**src/design/wsr_pkg.sv**
```systemverilog
// wsr_pkg: constants, states and bus carriers for the watchdog / stop recovery block
// assumes a single 250 MHz clock that also stands for the crystal clock
package wsr_pkg;

	// register byte offsets
	localparam logic [7:0]  WSR_OFS_CTRL      = 8'h00;
	localparam logic [7:0]  WSR_OFS_PORTCFG   = 8'h04;
	localparam logic [7:0]  WSR_OFS_FLAGS     = 8'h08;
	localparam logic [7:0]  WSR_OFS_STATUS    = 8'h0C;
	localparam logic [7:0]  WSR_OFS_CMD       = 8'h10;

	// field positions
	localparam int          WSR_CTRL_SEL_LO   = 4;
	localparam int          WSR_CTRL_SEL_HI   = 6;
	localparam int          WSR_CTRL_DIS_BIT  = 0;
	localparam int          WSR_PCFG_DIR_BIT  = 0;
	localparam int          WSR_PCFG_SPF_BIT  = 1;
	localparam int          WSR_FLAG_SMR_BIT  = 0;
	localparam int          WSR_FLAG_WDT_BIT  = 1;
	localparam int          WSR_CMD_RST_BIT   = 0;
	localparam int          WSR_CMD_STOP_BIT  = 1;
	localparam int          WSR_STAT_ST_LO    = 16;

	// reset values
	localparam logic [2:0]  WSR_SEL_RST       = 3'h0;
	localparam logic [1:0]  WSR_PCFG_RST      = 2'h0;
	localparam logic [15:0] WSR_VECTOR        = 16'h0020;
	localparam logic [12:0] WSR_RELOAD_LOW    = 13'h1FFF;

	// timing
	localparam int          WSR_WDT_DIV       = 64;
	localparam int          WSR_POR_CYCLES    = 64;
	localparam int          WSR_FETCH_CYCLES  = 10;
	localparam int          WSR_CLK_PS        = 4000;
	localparam int          WSR_REC_MIN_PS    = 100000;
	localparam int          WSR_REC_CYCLES    = (WSR_REC_MIN_PS + WSR_CLK_PS - 1) / WSR_CLK_PS;

	typedef enum logic [1:0] {
		WSR_ST_DELAY = 2'b00,
		WSR_ST_FETCH = 2'b01,
		WSR_ST_RUN   = 2'b11,
		WSR_ST_STOP  = 2'b10
	} wsr_state_e;

	typedef struct packed {
		logic        hsel;
		logic [31:0] haddr;
		logic [1:0]  htrans;
		logic        hwrite;
		logic [2:0]  hsize;
		logic        hready;
		logic [31:0] hwdata;
	} wsr_ahb_in_s;

	typedef struct packed {
		logic        hreadyout;
		logic        hresp;
		logic [31:0] hrdata;
	} wsr_ahb_out_s;

endpackage

```
**src/design/wsr_top.sv**
```systemverilog
// wsr_top: watchdog, stop mode entry and stop recovery with an ahb-lite register slave
// assumes clk_sys stays alive in stop; the gated clocks are reported by the enable outputs
//
// The placing of the registers and register access over AHB-Lite were decided locally.
`timescale 1ns/1ps

// Notes on behaviour
// - watchdog is a 16-bit retriggerable one-shot that resets on terminal count
// - watchdog counter steps once every 64 crystal clock cycles
// - timeout in run loads pc with 0020H and sets watchdog flag
// - after reset watchdog runs with minimum timeout unless first write changes it
// - restart reloads counter from select bits 6..4 of timer control high
// - watchdog disable only possible right after reset; stop mode halts it
// - timeout in same cycle as restart wins; restart ignored
// - system reset clears both watchdog and stop recovery flags
// - timeout sets watchdog flag; stop instruction sets stop recovery flag
// - reading flags leaves them; only software write or reset clears
// - stop instruction alone enters stop mode, no preceding nop
// - stop mode switches off oscillator and system clock
// - stop left only by reset or recovery; restart at 0020H, flag set
// - low recovery pin wakes only if input with special function before stop
// - after pin wake-up execution starts at 20h once power-on delay elapsed
// - pin wake-up keeps control registers instead of reset defaults
// - power-on delay counts 64 internal clock cycles before release
// - fetch starts 10 crystal cycles after power-on delay
// - wake-up or timeout leaves control registers and ports unchanged
module wsr_top #(
	parameter int REC_CYCLES = wsr_pkg::WSR_REC_CYCLES
) (
	input  wire logic                  clk_sys,
	input  wire logic                  rst,
	input  wire wsr_pkg::wsr_ahb_in_s  ahb_in,
	output wsr_pkg::wsr_ahb_out_s      ahb_out,
	input  wire logic                  instr_restart,
	input  wire logic                  instr_stop,
	input  wire logic                  recovery_input_pin,
	output logic                       osc_enable,
	output logic                       sys_clk_enable,
	output logic                       fetch_enable,
	output logic                       pc_load,
	output logic [15:0]                pc_vector,
	output logic                       wdt_reset
);
	import wsr_pkg::*;

	wsr_state_e  state_r;
	logic [2:0]  sel_r;
	logic        wdt_dis_r;
	logic        dis_window_r;
	logic [1:0]  pcfg_r;
	logic        flag_wdt_r;
	logic        flag_smr_r;
	logic [15:0] wdt_cnt_r;
	logic [5:0]  div_r;
	logic [6:0]  dly_r;
	logic        armed_r;
	logic [1:0]  pin_sync_r;
	logic [15:0] low_cnt_r;
	logic        pc_load_r;
	logic        wdt_reset_r;

	// ahb address phase capture
	logic        wr_pend_r;
	logic [7:0]  wr_addr_r;
	logic [31:0] rdata_r;
	logic        take;
	logic        bus_wr;
	logic        wr_ctrl;
	logic        wr_pcfg;
	logic        wr_flags;
	logic        wr_cmd;
	logic        restart;
	logic        stop_go;
	logic        tick;
	logic        timeout;
	logic        wake;
	logic [15:0] reload;

	assign take     = ahb_in.hsel && ahb_in.htrans[1] && ahb_in.hready;
	assign bus_wr   = wr_pend_r;
	assign wr_ctrl  = bus_wr && (wr_addr_r == WSR_OFS_CTRL);
	assign wr_pcfg  = bus_wr && (wr_addr_r == WSR_OFS_PORTCFG);
	assign wr_flags = bus_wr && (wr_addr_r == WSR_OFS_FLAGS);
	assign wr_cmd   = bus_wr && (wr_addr_r == WSR_OFS_CMD);

	always_ff @(posedge clk_sys) begin
		if (rst) begin
			wr_pend_r <= 1'b0;
			wr_addr_r <= 8'h00;
		end else begin
			wr_pend_r <= take && ahb_in.hwrite;
			wr_addr_r <= ahb_in.haddr[7:0];
		end
	end

	// read data registered in the address phase so the slave never waits
	always_ff @(posedge clk_sys) begin
		if (rst) begin
			rdata_r <= 32'h0000_0000;
		end else if (take && !ahb_in.hwrite) begin
			case (ahb_in.haddr[7:0])
				WSR_OFS_CTRL:    rdata_r <= {25'h0, sel_r, 3'h0, wdt_dis_r};
				WSR_OFS_PORTCFG: rdata_r <= {30'h0, pcfg_r};
				WSR_OFS_FLAGS:   rdata_r <= {30'h0, flag_wdt_r, flag_smr_r};
				WSR_OFS_STATUS:  rdata_r <= {14'h0, state_r, wdt_cnt_r};
				default:         rdata_r <= 32'h0000_0000;
			endcase
		end
	end

	assign ahb_out.hreadyout = 1'b1;
	assign ahb_out.hresp     = 1'b0;
	assign ahb_out.hrdata    = rdata_r;

	// control registers reset only by rst, never by wake-up or timeout
	always_ff @(posedge clk_sys) begin
		if (rst) begin
			sel_r  <= WSR_SEL_RST;
			pcfg_r <= WSR_PCFG_RST;
		end else begin
			if (wr_ctrl) begin
				sel_r <= ahb_in.hwdata[WSR_CTRL_SEL_HI:WSR_CTRL_SEL_LO];
			end
			if (wr_pcfg) begin
				pcfg_r <= {ahb_in.hwdata[WSR_PCFG_SPF_BIT], ahb_in.hwdata[WSR_PCFG_DIR_BIT]};
			end
		end
	end

	// disable accepted only by the first control write after release, and only if no restart or stop came before it
	always_ff @(posedge clk_sys) begin
		if (rst) begin
			wdt_dis_r    <= 1'b0;
			dis_window_r <= 1'b1;
		end else begin
			if (wr_ctrl && dis_window_r) begin
				wdt_dis_r <= ahb_in.hwdata[WSR_CTRL_DIS_BIT];
			end
			if (wr_ctrl || restart || stop_go) begin
				dis_window_r <= 1'b0;
			end
		end
	end

	// instructions only act in run; a restart or stop seen during the delay is dropped
	assign restart = (state_r == WSR_ST_RUN)
		&& (instr_restart || (wr_cmd && ahb_in.hwdata[WSR_CMD_RST_BIT]));
	assign stop_go = (state_r == WSR_ST_RUN)
		&& (instr_stop || (wr_cmd && ahb_in.hwdata[WSR_CMD_STOP_BIT]));
	assign reload  = {sel_r, WSR_RELOAD_LOW};

	// prescaler: watchdog advances once per 64 crystal cycles
	always_ff @(posedge clk_sys) begin
		if (rst) begin
			div_r <= 6'h00;
		end else if (state_r == WSR_ST_RUN) begin
			div_r <= div_r + 6'h01;
		end
	end
	assign tick = (state_r == WSR_ST_RUN) && (div_r == 6'(WSR_WDT_DIV - 1));

	assign timeout = tick && !wdt_dis_r && (wdt_cnt_r == 16'h0000);

	// timeout is tested first so a restart in the same cycle cannot mask it
	always_ff @(posedge clk_sys) begin
		if (rst) begin
			wdt_cnt_r <= {WSR_SEL_RST, WSR_RELOAD_LOW};
		end else if (timeout) begin
			wdt_cnt_r <= reload;
		end else if (restart) begin
			wdt_cnt_r <= reload;
		end else if (tick && !wdt_dis_r) begin
			wdt_cnt_r <= wdt_cnt_r - 16'h0001;
		end
	end

	// flags: hardware set wins over a write-one-to-clear in the same cycle
	always_ff @(posedge clk_sys) begin
		if (rst) begin
			flag_wdt_r <= 1'b0;
			flag_smr_r <= 1'b0;
		end else begin
			if (timeout) begin
				flag_wdt_r <= 1'b1;
			end else if (wr_flags && ahb_in.hwdata[WSR_FLAG_WDT_BIT]) begin
				flag_wdt_r <= 1'b0;
			end
			if (stop_go) begin
				flag_smr_r <= 1'b1;
			end else if (wr_flags && ahb_in.hwdata[WSR_FLAG_SMR_BIT]) begin
				flag_smr_r <= 1'b0;
			end
		end
	end

	// recovery pin: two-stage synchroniser then a low-width filter
	always_ff @(posedge clk_sys) begin
		if (rst) begin
			pin_sync_r <= 2'b11;
		end else begin
			pin_sync_r <= {pin_sync_r[0], recovery_input_pin};
		end
	end

	always_ff @(posedge clk_sys) begin
		if (rst) begin
			low_cnt_r <= 16'h0000;
		end else if (state_r != WSR_ST_STOP || pin_sync_r[1]) begin
			low_cnt_r <= 16'h0000;
		end else if (low_cnt_r != 16'(REC_CYCLES)) begin
			low_cnt_r <= low_cnt_r + 16'h0001;
		end
	end

	// pin config is frozen at stop entry, later writes cannot arm it
	always_ff @(posedge clk_sys) begin
		if (rst) begin
			armed_r <= 1'b0;
		end else if (stop_go) begin
			armed_r <= !pcfg_r[0] && pcfg_r[1];
		end
	end

	assign wake = (state_r == WSR_ST_STOP) && armed_r
		&& (low_cnt_r == 16'(REC_CYCLES));

	// sequencer
	always_ff @(posedge clk_sys) begin
		if (rst) begin
			state_r <= WSR_ST_DELAY;
			dly_r   <= 7'h00;
		end else begin
			case (state_r)
				WSR_ST_DELAY: begin
					if (dly_r == 7'(WSR_POR_CYCLES - 1)) begin
						state_r <= WSR_ST_FETCH;
						dly_r   <= 7'h00;
					end else begin
						dly_r <= dly_r + 7'h01;
					end
				end
				WSR_ST_FETCH: begin
					if (dly_r == 7'(WSR_FETCH_CYCLES - 1)) begin
						state_r <= WSR_ST_RUN;
						dly_r   <= 7'h00;
					end else begin
						dly_r <= dly_r + 7'h01;
					end
				end
				WSR_ST_RUN: begin
					if (stop_go && !timeout) begin
						state_r <= WSR_ST_STOP;
					end
				end
				WSR_ST_STOP: begin
					if (wake) begin
						state_r <= WSR_ST_DELAY;
					end
				end
				default: begin
					state_r <= WSR_ST_DELAY;
				end
			endcase
		end
	end

	// pc load at fetch release and on timeout, both to the restart vector
	always_ff @(posedge clk_sys) begin
		if (rst) begin
			pc_load_r   <= 1'b0;
			wdt_reset_r <= 1'b0;
		end else begin
			pc_load_r   <= timeout
				|| (state_r == WSR_ST_FETCH && dly_r == 7'(WSR_FETCH_CYCLES - 1));
			wdt_reset_r <= timeout;
		end
	end

	assign pc_load        = pc_load_r;
	assign pc_vector      = WSR_VECTOR;
	assign wdt_reset      = wdt_reset_r;
	assign osc_enable     = (state_r != WSR_ST_STOP);
	assign sys_clk_enable = (state_r != WSR_ST_STOP);
	assign fetch_enable   = (state_r == WSR_ST_RUN);
endmodule

```
**config.mk**
```make
export PLATFORM = sky130hd
export DESIGN_NAME = wsr_top
export DESIGN_NICKNAME = d
export VERILOG_FILES = /design/src/design/wsr_pkg.sv /design/src/design/wsr_top.sv
export SDC_FILE = /design/constraint.sdc
export NUM_CORES = 1
export LEC_CHECK = 0
export BUFFER_PORTS_ARGS = -buffer_cell sky130_fd_sc_hd__clkbuf_2
export CORE_MARGIN = 3
export CORE_UTILIZATION = 42
export CTS_CLUSTER_SIZE = 40
export DETAILED_ROUTE_END_ITERATION = 6
export GPL_TIMING_DRIVEN = 0
export PLACE_DENSITY_LB_ADDON = 0.05
export SLEW_MARGIN = 20
export SYNTH_ARGS = -nofsm -noshare
export SYNTH_HDL_FRONTEND = slang
export SYNTH_SLANG_ARGS = --single-unit
```
**constraint.sdc**
```tcl
create_clock -name clk_sys -period 3.2 [get_ports clk_sys]
set_clock_uncertainty 0.2 [all_clocks]
set_input_delay 0.32 -clock clk_sys [delete_from_list [all_inputs] [get_ports clk_sys]]
set_output_delay 0.32 -clock clk_sys [all_outputs]
set_load 0.005 [all_outputs]
```
Word level (Yosys, flattened, before mapping)
Index checks and enable logic that the tools add are counted.
- eq/ne operators: 19
- multiplexer cells: 16
- add/sub/neg operators: 4
- reductions and logical operators: 44
- operators with widths (cell ; number):
    $pmux W18 S4 ; 1
    $mux W16 ; 3
    $eq A8 B4 Y1 const B ; 3
    $logic_and A1 B1 Y1 ; 23
    $add A16 B1 Y16 const B ; 1
    $eq A16 B5 Y1 const B ; 1
    $eq A8 B3 Y1 const B ; 2
    $logic_not A16 Y1 ; 1
    $logic_not A8 Y1 ; 2
    $ne A16 B5 Y1 const B ; 1
    $sub A16 B1 Y16 const B ; 1
    $mux W7 ; 2
    $pmux W7 S2 ; 1
    $eq A8 B5 Y1 const B ; 1
    $mux W2 ; 4
    $pmux W2 S4 ; 1
    $add A7 B1 Y7 const B ; 1
    $eq A7 B4 Y1 const B ; 1
    $eq A7 B6 Y1 const B ; 1
    $add A6 B1 Y6 const B ; 1
    $eq A6 B6 Y1 const B ; 1
    $logic_or A1 B1 Y1 ; 6
    $ne A2 B2 Y1 const B ; 3
    $reduce_bool A2 Y1 ; 3
    10 further kinds ; 18
- register bits: 102
- word-level logic and storage cells: 102
- output and inout port bits: 55
- input port bits: 77

Logic depth before layout (Yosys ltp)
- depth in word-level cells: 8
- mapped depth: 9
- gate-level depth less buffers: 7

Worst setup path before layout
OpenSTA, ideal clock, no wires.
- path kind: register to register
- from: register wdt_cnt_r[2]
- to: register wdt_cnt_r[12]
- arrival time: 2.076 ns
- stages on the path, launching flop included: 8
- setup time: 0.058 ns
- clock period less this slack: 2.334 ns
- required time: 2.942 ns
- path buffers: 2
- slack: 0.866 ns
- path through: dfxtp_1 > or4_4 > or3_4 > or3_1 > buf_6 > and3_4 > buf_6 > nand2_2
- longest elaborated chain between the ends: 3
- elaborated cells on any way between the ends: 4
- classes of those cells: 1 x add/sub; 3 x reduce/logical
- RTL lines (element ; line ; source):
    start, declared ; wsr_top.sv:53 ; logic [15:0] wdt_cnt_r;
    start signal, assigned ; wsr_top.sv:167 ; wdt_cnt_r <= {WSR_SEL_RST, WSR_RELOAD_LOW};
    start signal, assigned ; wsr_top.sv:169 ; wdt_cnt_r <= reload;
    start signal, assigned ; wsr_top.sv:171 ; wdt_cnt_r <= reload;
    parallel branches: the longest is 3 deep, another holds $sub A16 B1 Y16 ; n/a ;
Several ways; the timed one is not identified.
A chain may end at the register's enable or synchronous reset.

Final worst setup path
- from: input port ahb_in[38] (netlist name)
- to: register rdata_r[9]
- longest elaborated chain between the ends: 3
- RTL lines (element ; line ; source):
    start, declared ; wsr_top.sv:32 ; input wire wsr_pkg::wsr_ahb_in_s ahb_in,
    $logic_and A1 B1 Y1 (2 in a row) ; wsr_top.sv:79 ; assign take = ahb_in.hsel && ahb_in.htrans[1] && ahb_in.hready;
    $logic_and A1 B1 Y1 ; wsr_top.sv:100 ; end else if (take && !ahb_in.hwrite) begin
    end signal, assigned ; wsr_top.sv:102 ; WSR_OFS_CTRL: rdata_r <= {25'h0, sel_r, 3'h0, wdt_dis_r};
    end signal, assigned ; wsr_top.sv:103 ; WSR_OFS_PORTCFG: rdata_r <= {30'h0, pcfg_r};
    end signal, assigned ; wsr_top.sv:104 ; WSR_OFS_FLAGS: rdata_r <= {30'h0, flag_wdt_r, flag_smr_r};
    end, declared ; wsr_top.sv:65 ; logic [31:0] rdata_r;
Every way passes these cells.

==> impl_metrics.tcl <==
set metrics [dict create \
    status "finished, final reports clean" \
    routed_wl_um 8490 \
    die_h_um 103 \
    crit_required_ns 3.28 \
    routedWlPerCell_um 13.2 \
    routabilityCongestion 0.792 \
    nets 615 \
    grt_setup_unrepaired "false" \
    fin_area_um2 4730 \
    instances_no_fill 644 \
    viasPerCell 4.89 \
    area_growth_pct 19.0 \
    ys_ff_latch 88 \
    ios 132 \
    start_util_pct 44.4 \
    synth_area_per_cell_um2 9.06 \
    ys_dominant_reg_cell "dfxtp_1" \
    ys_types 50 \
    cts_sinks 88 \
    fp.coreArea_um2 8930 \
    cts_tree "yes" \
    end_kind "flop" \
    dr_total_vias 3148 \
    post_dp_cell_area_um2 4430 \
    synth_top_area_share_pct 44.4 \
    yosysSeqAreaShare_pct 44.4 \
    hp-class "in2reg" \
    dpl.hpwl_um 6250 \
    antennaDiodeCount 0 \
    grt_usage_pct 17.0 \
    antenna_found_initial 0 \
    synth-warning-count 0 \
    ant_nets 0 \
    clockRootBuffer "clkbuf_8" \
    die_area_um2 10700 \
    finalSetupViolCount 0 \
    layout-drive-gt1-share_pct 21.6 \
    die_w_um 103 \
    max_freq_mhz 359 \
    whs_ns 0.0143 \
    peakVddDrop_mv 0.275 \
    period_share_pct 86.9 \
    overflow 0 \
    powerDensity_nw_per_um2 419 \
    detailedRoute.firstIterationViolations 137 \
    cap_viol_max_count 0 \
    netlist_top_cells_count "88 x dfxtp_1, 58 x nor2_1, 33 x buf_4" \
    numCtsBuffers 9 \
    final_max_slew_viol_count 0 \
    ctsHtreeMaxLevel 3 \
    hold_viol 0 \
    clock_latency_ns 0.35 \
    grt_pass1_wl_um 14200 \
    firstDrtPassIters 4 \
    synthCells 438 \
    cts_buffer_depth 2 \
    power_w 0.00198 \
    arrival_ns 2.87 \
    synthTopCellsByArea "dfxtp_1 44%, buf_4 6.2%, nor2_1 5.5%" \
    yosysMostFrequentCell "dfxtp_1" \
    relSlewSlack_pct 44.8 \
    numPlacedInstances 619 \
    synth_top_area_cell "dfxtp_1" \
    drc 0 \
    grt_max_degree 15 \
    crit_path_max_fanout 10 \
    tns_ns 0 \
    synth_area_um2 3970 \
    core.rowCount 34 \
    first_global_vias 2924 \
    fin_crit_ns 2.78 \
    io_buffer_count 43 \
    synth_edf_count 0 \
    path_clk_slew_ns 0.08 \
    path_class "in2reg" \
    cp-start-kind "primary input" \
    p_leak_nw 1.86 \
    worstMarginPinSlew_ns 0.822 \
    async_reset_ff_share_pct 0 \
]
-- timing repair --
action                                  4_1_cts  5_1_grt
hold buffers                                  9        1
buffers inserted                              0        0
hold endpoints to repair                      9        1
endpoints found under the setup margin        0       10
resized for setup                             0        1
-- cell type report --
cell class	count	area, um2
fill	880	4210
multi-input combinational	325	1980
sequential	88	1760
timing repair buffer	53	315
buffer	46	313
tap	108	135
clock buffer	10	128
clock inverter	5	58.8
inverter	9	33.8
-- per-layer routing --
layer | wire length (um) | vias to the layer above | global-route usage (%)
li1 | - | 1634 | -
met1 | 4230 | 1427 | 23.7
met2 | 3760 | 82 | 26.8
met3 | 434 | 5 | 4.69
met4 | 70 | 0 | 3.29
met5 | 0 | - | 0
-- logic make-up after synthesis --
group	count (synthesis)	synth area share, %
simple gates	187	25.0
flops	88	44.4
compound gates	55	9.36
buf+inv	55	8.73
xor+xnor	38	8.38
mux	7	2.11
fa+ha+maj	6	1.89
other cells	2	0.189
-- metrics by stage --
stage | utilization, % | worst slack, ns
global placement | 49.6 | 0.256
detailed placement | 49.6 | 0.229
finish | 52.9 | 0.418
CTS | 52.7 | 0.105
floorplan | - | 0.866
global route | 52.9 | 0.213
-- worst paths after layout --
| kind | startpoint | to | slack [ns] | cells after the start |
|---|---|---|---|---|
| setup / recovery | ahb_in[38] | rdata_r[9] | 0.42 | 8 |
| hold / removal | ahb_in[32] | bus_wr | 0.01 | 3 |
| setup reg to reg | wdt_cnt_r[2] | wdt_cnt_r[8] | 0.74 | 7 |
| hold reg to reg | pin_sync_r[0] | pin_sync_r[1] | 0.23 | 1 |
-- worst max-delay path, stage by stage --
cell and delay (ns):
dlygate4sd3_1 0.54, clkbuf_2 0.13, nand4b_1 0.45, nor4_2 0.68, and2_1 0.29, buf_2 0.26, a22oi_1 0.09, nor2_1 0.10
-- power by group --
part	switching (W)	total, W	internal (W)
registers	0.00000765	0.00111	0.00110
logic	0.0000580	0.000120	0.0000625
clock network	0.000390	0.000747	0.000357
-- placed cells by master, fill, tap and decap left out, drive strengths merged, types with 13 or more instances in the layout --
| cell | instances |
|---|---|
| dfxtp | 88 |
| clkbuf | 63 |
| nor2 | 58 |
| buf | 36 |
| nand2 | 36 |
| conb | 32 |
| xnor2 | 24 |
| a22oi | 18 |
| a21oi | 15 |
| xor2 | 14 |
| nor2b | 13 |
| nor4 | 13 |
-- registers in the layout, summed over array words and instances (netlist names), 2 cells and up --
signal      flops
dly_r           7
pin_sync_r      2
pcfg_r          2
low_cnt_r      16
wdt_cnt_r      16
div_r           6
rdata_r        18
state_r         2
sel_r           3
wr_addr_r       8
(Power assumes the default switching activity.)
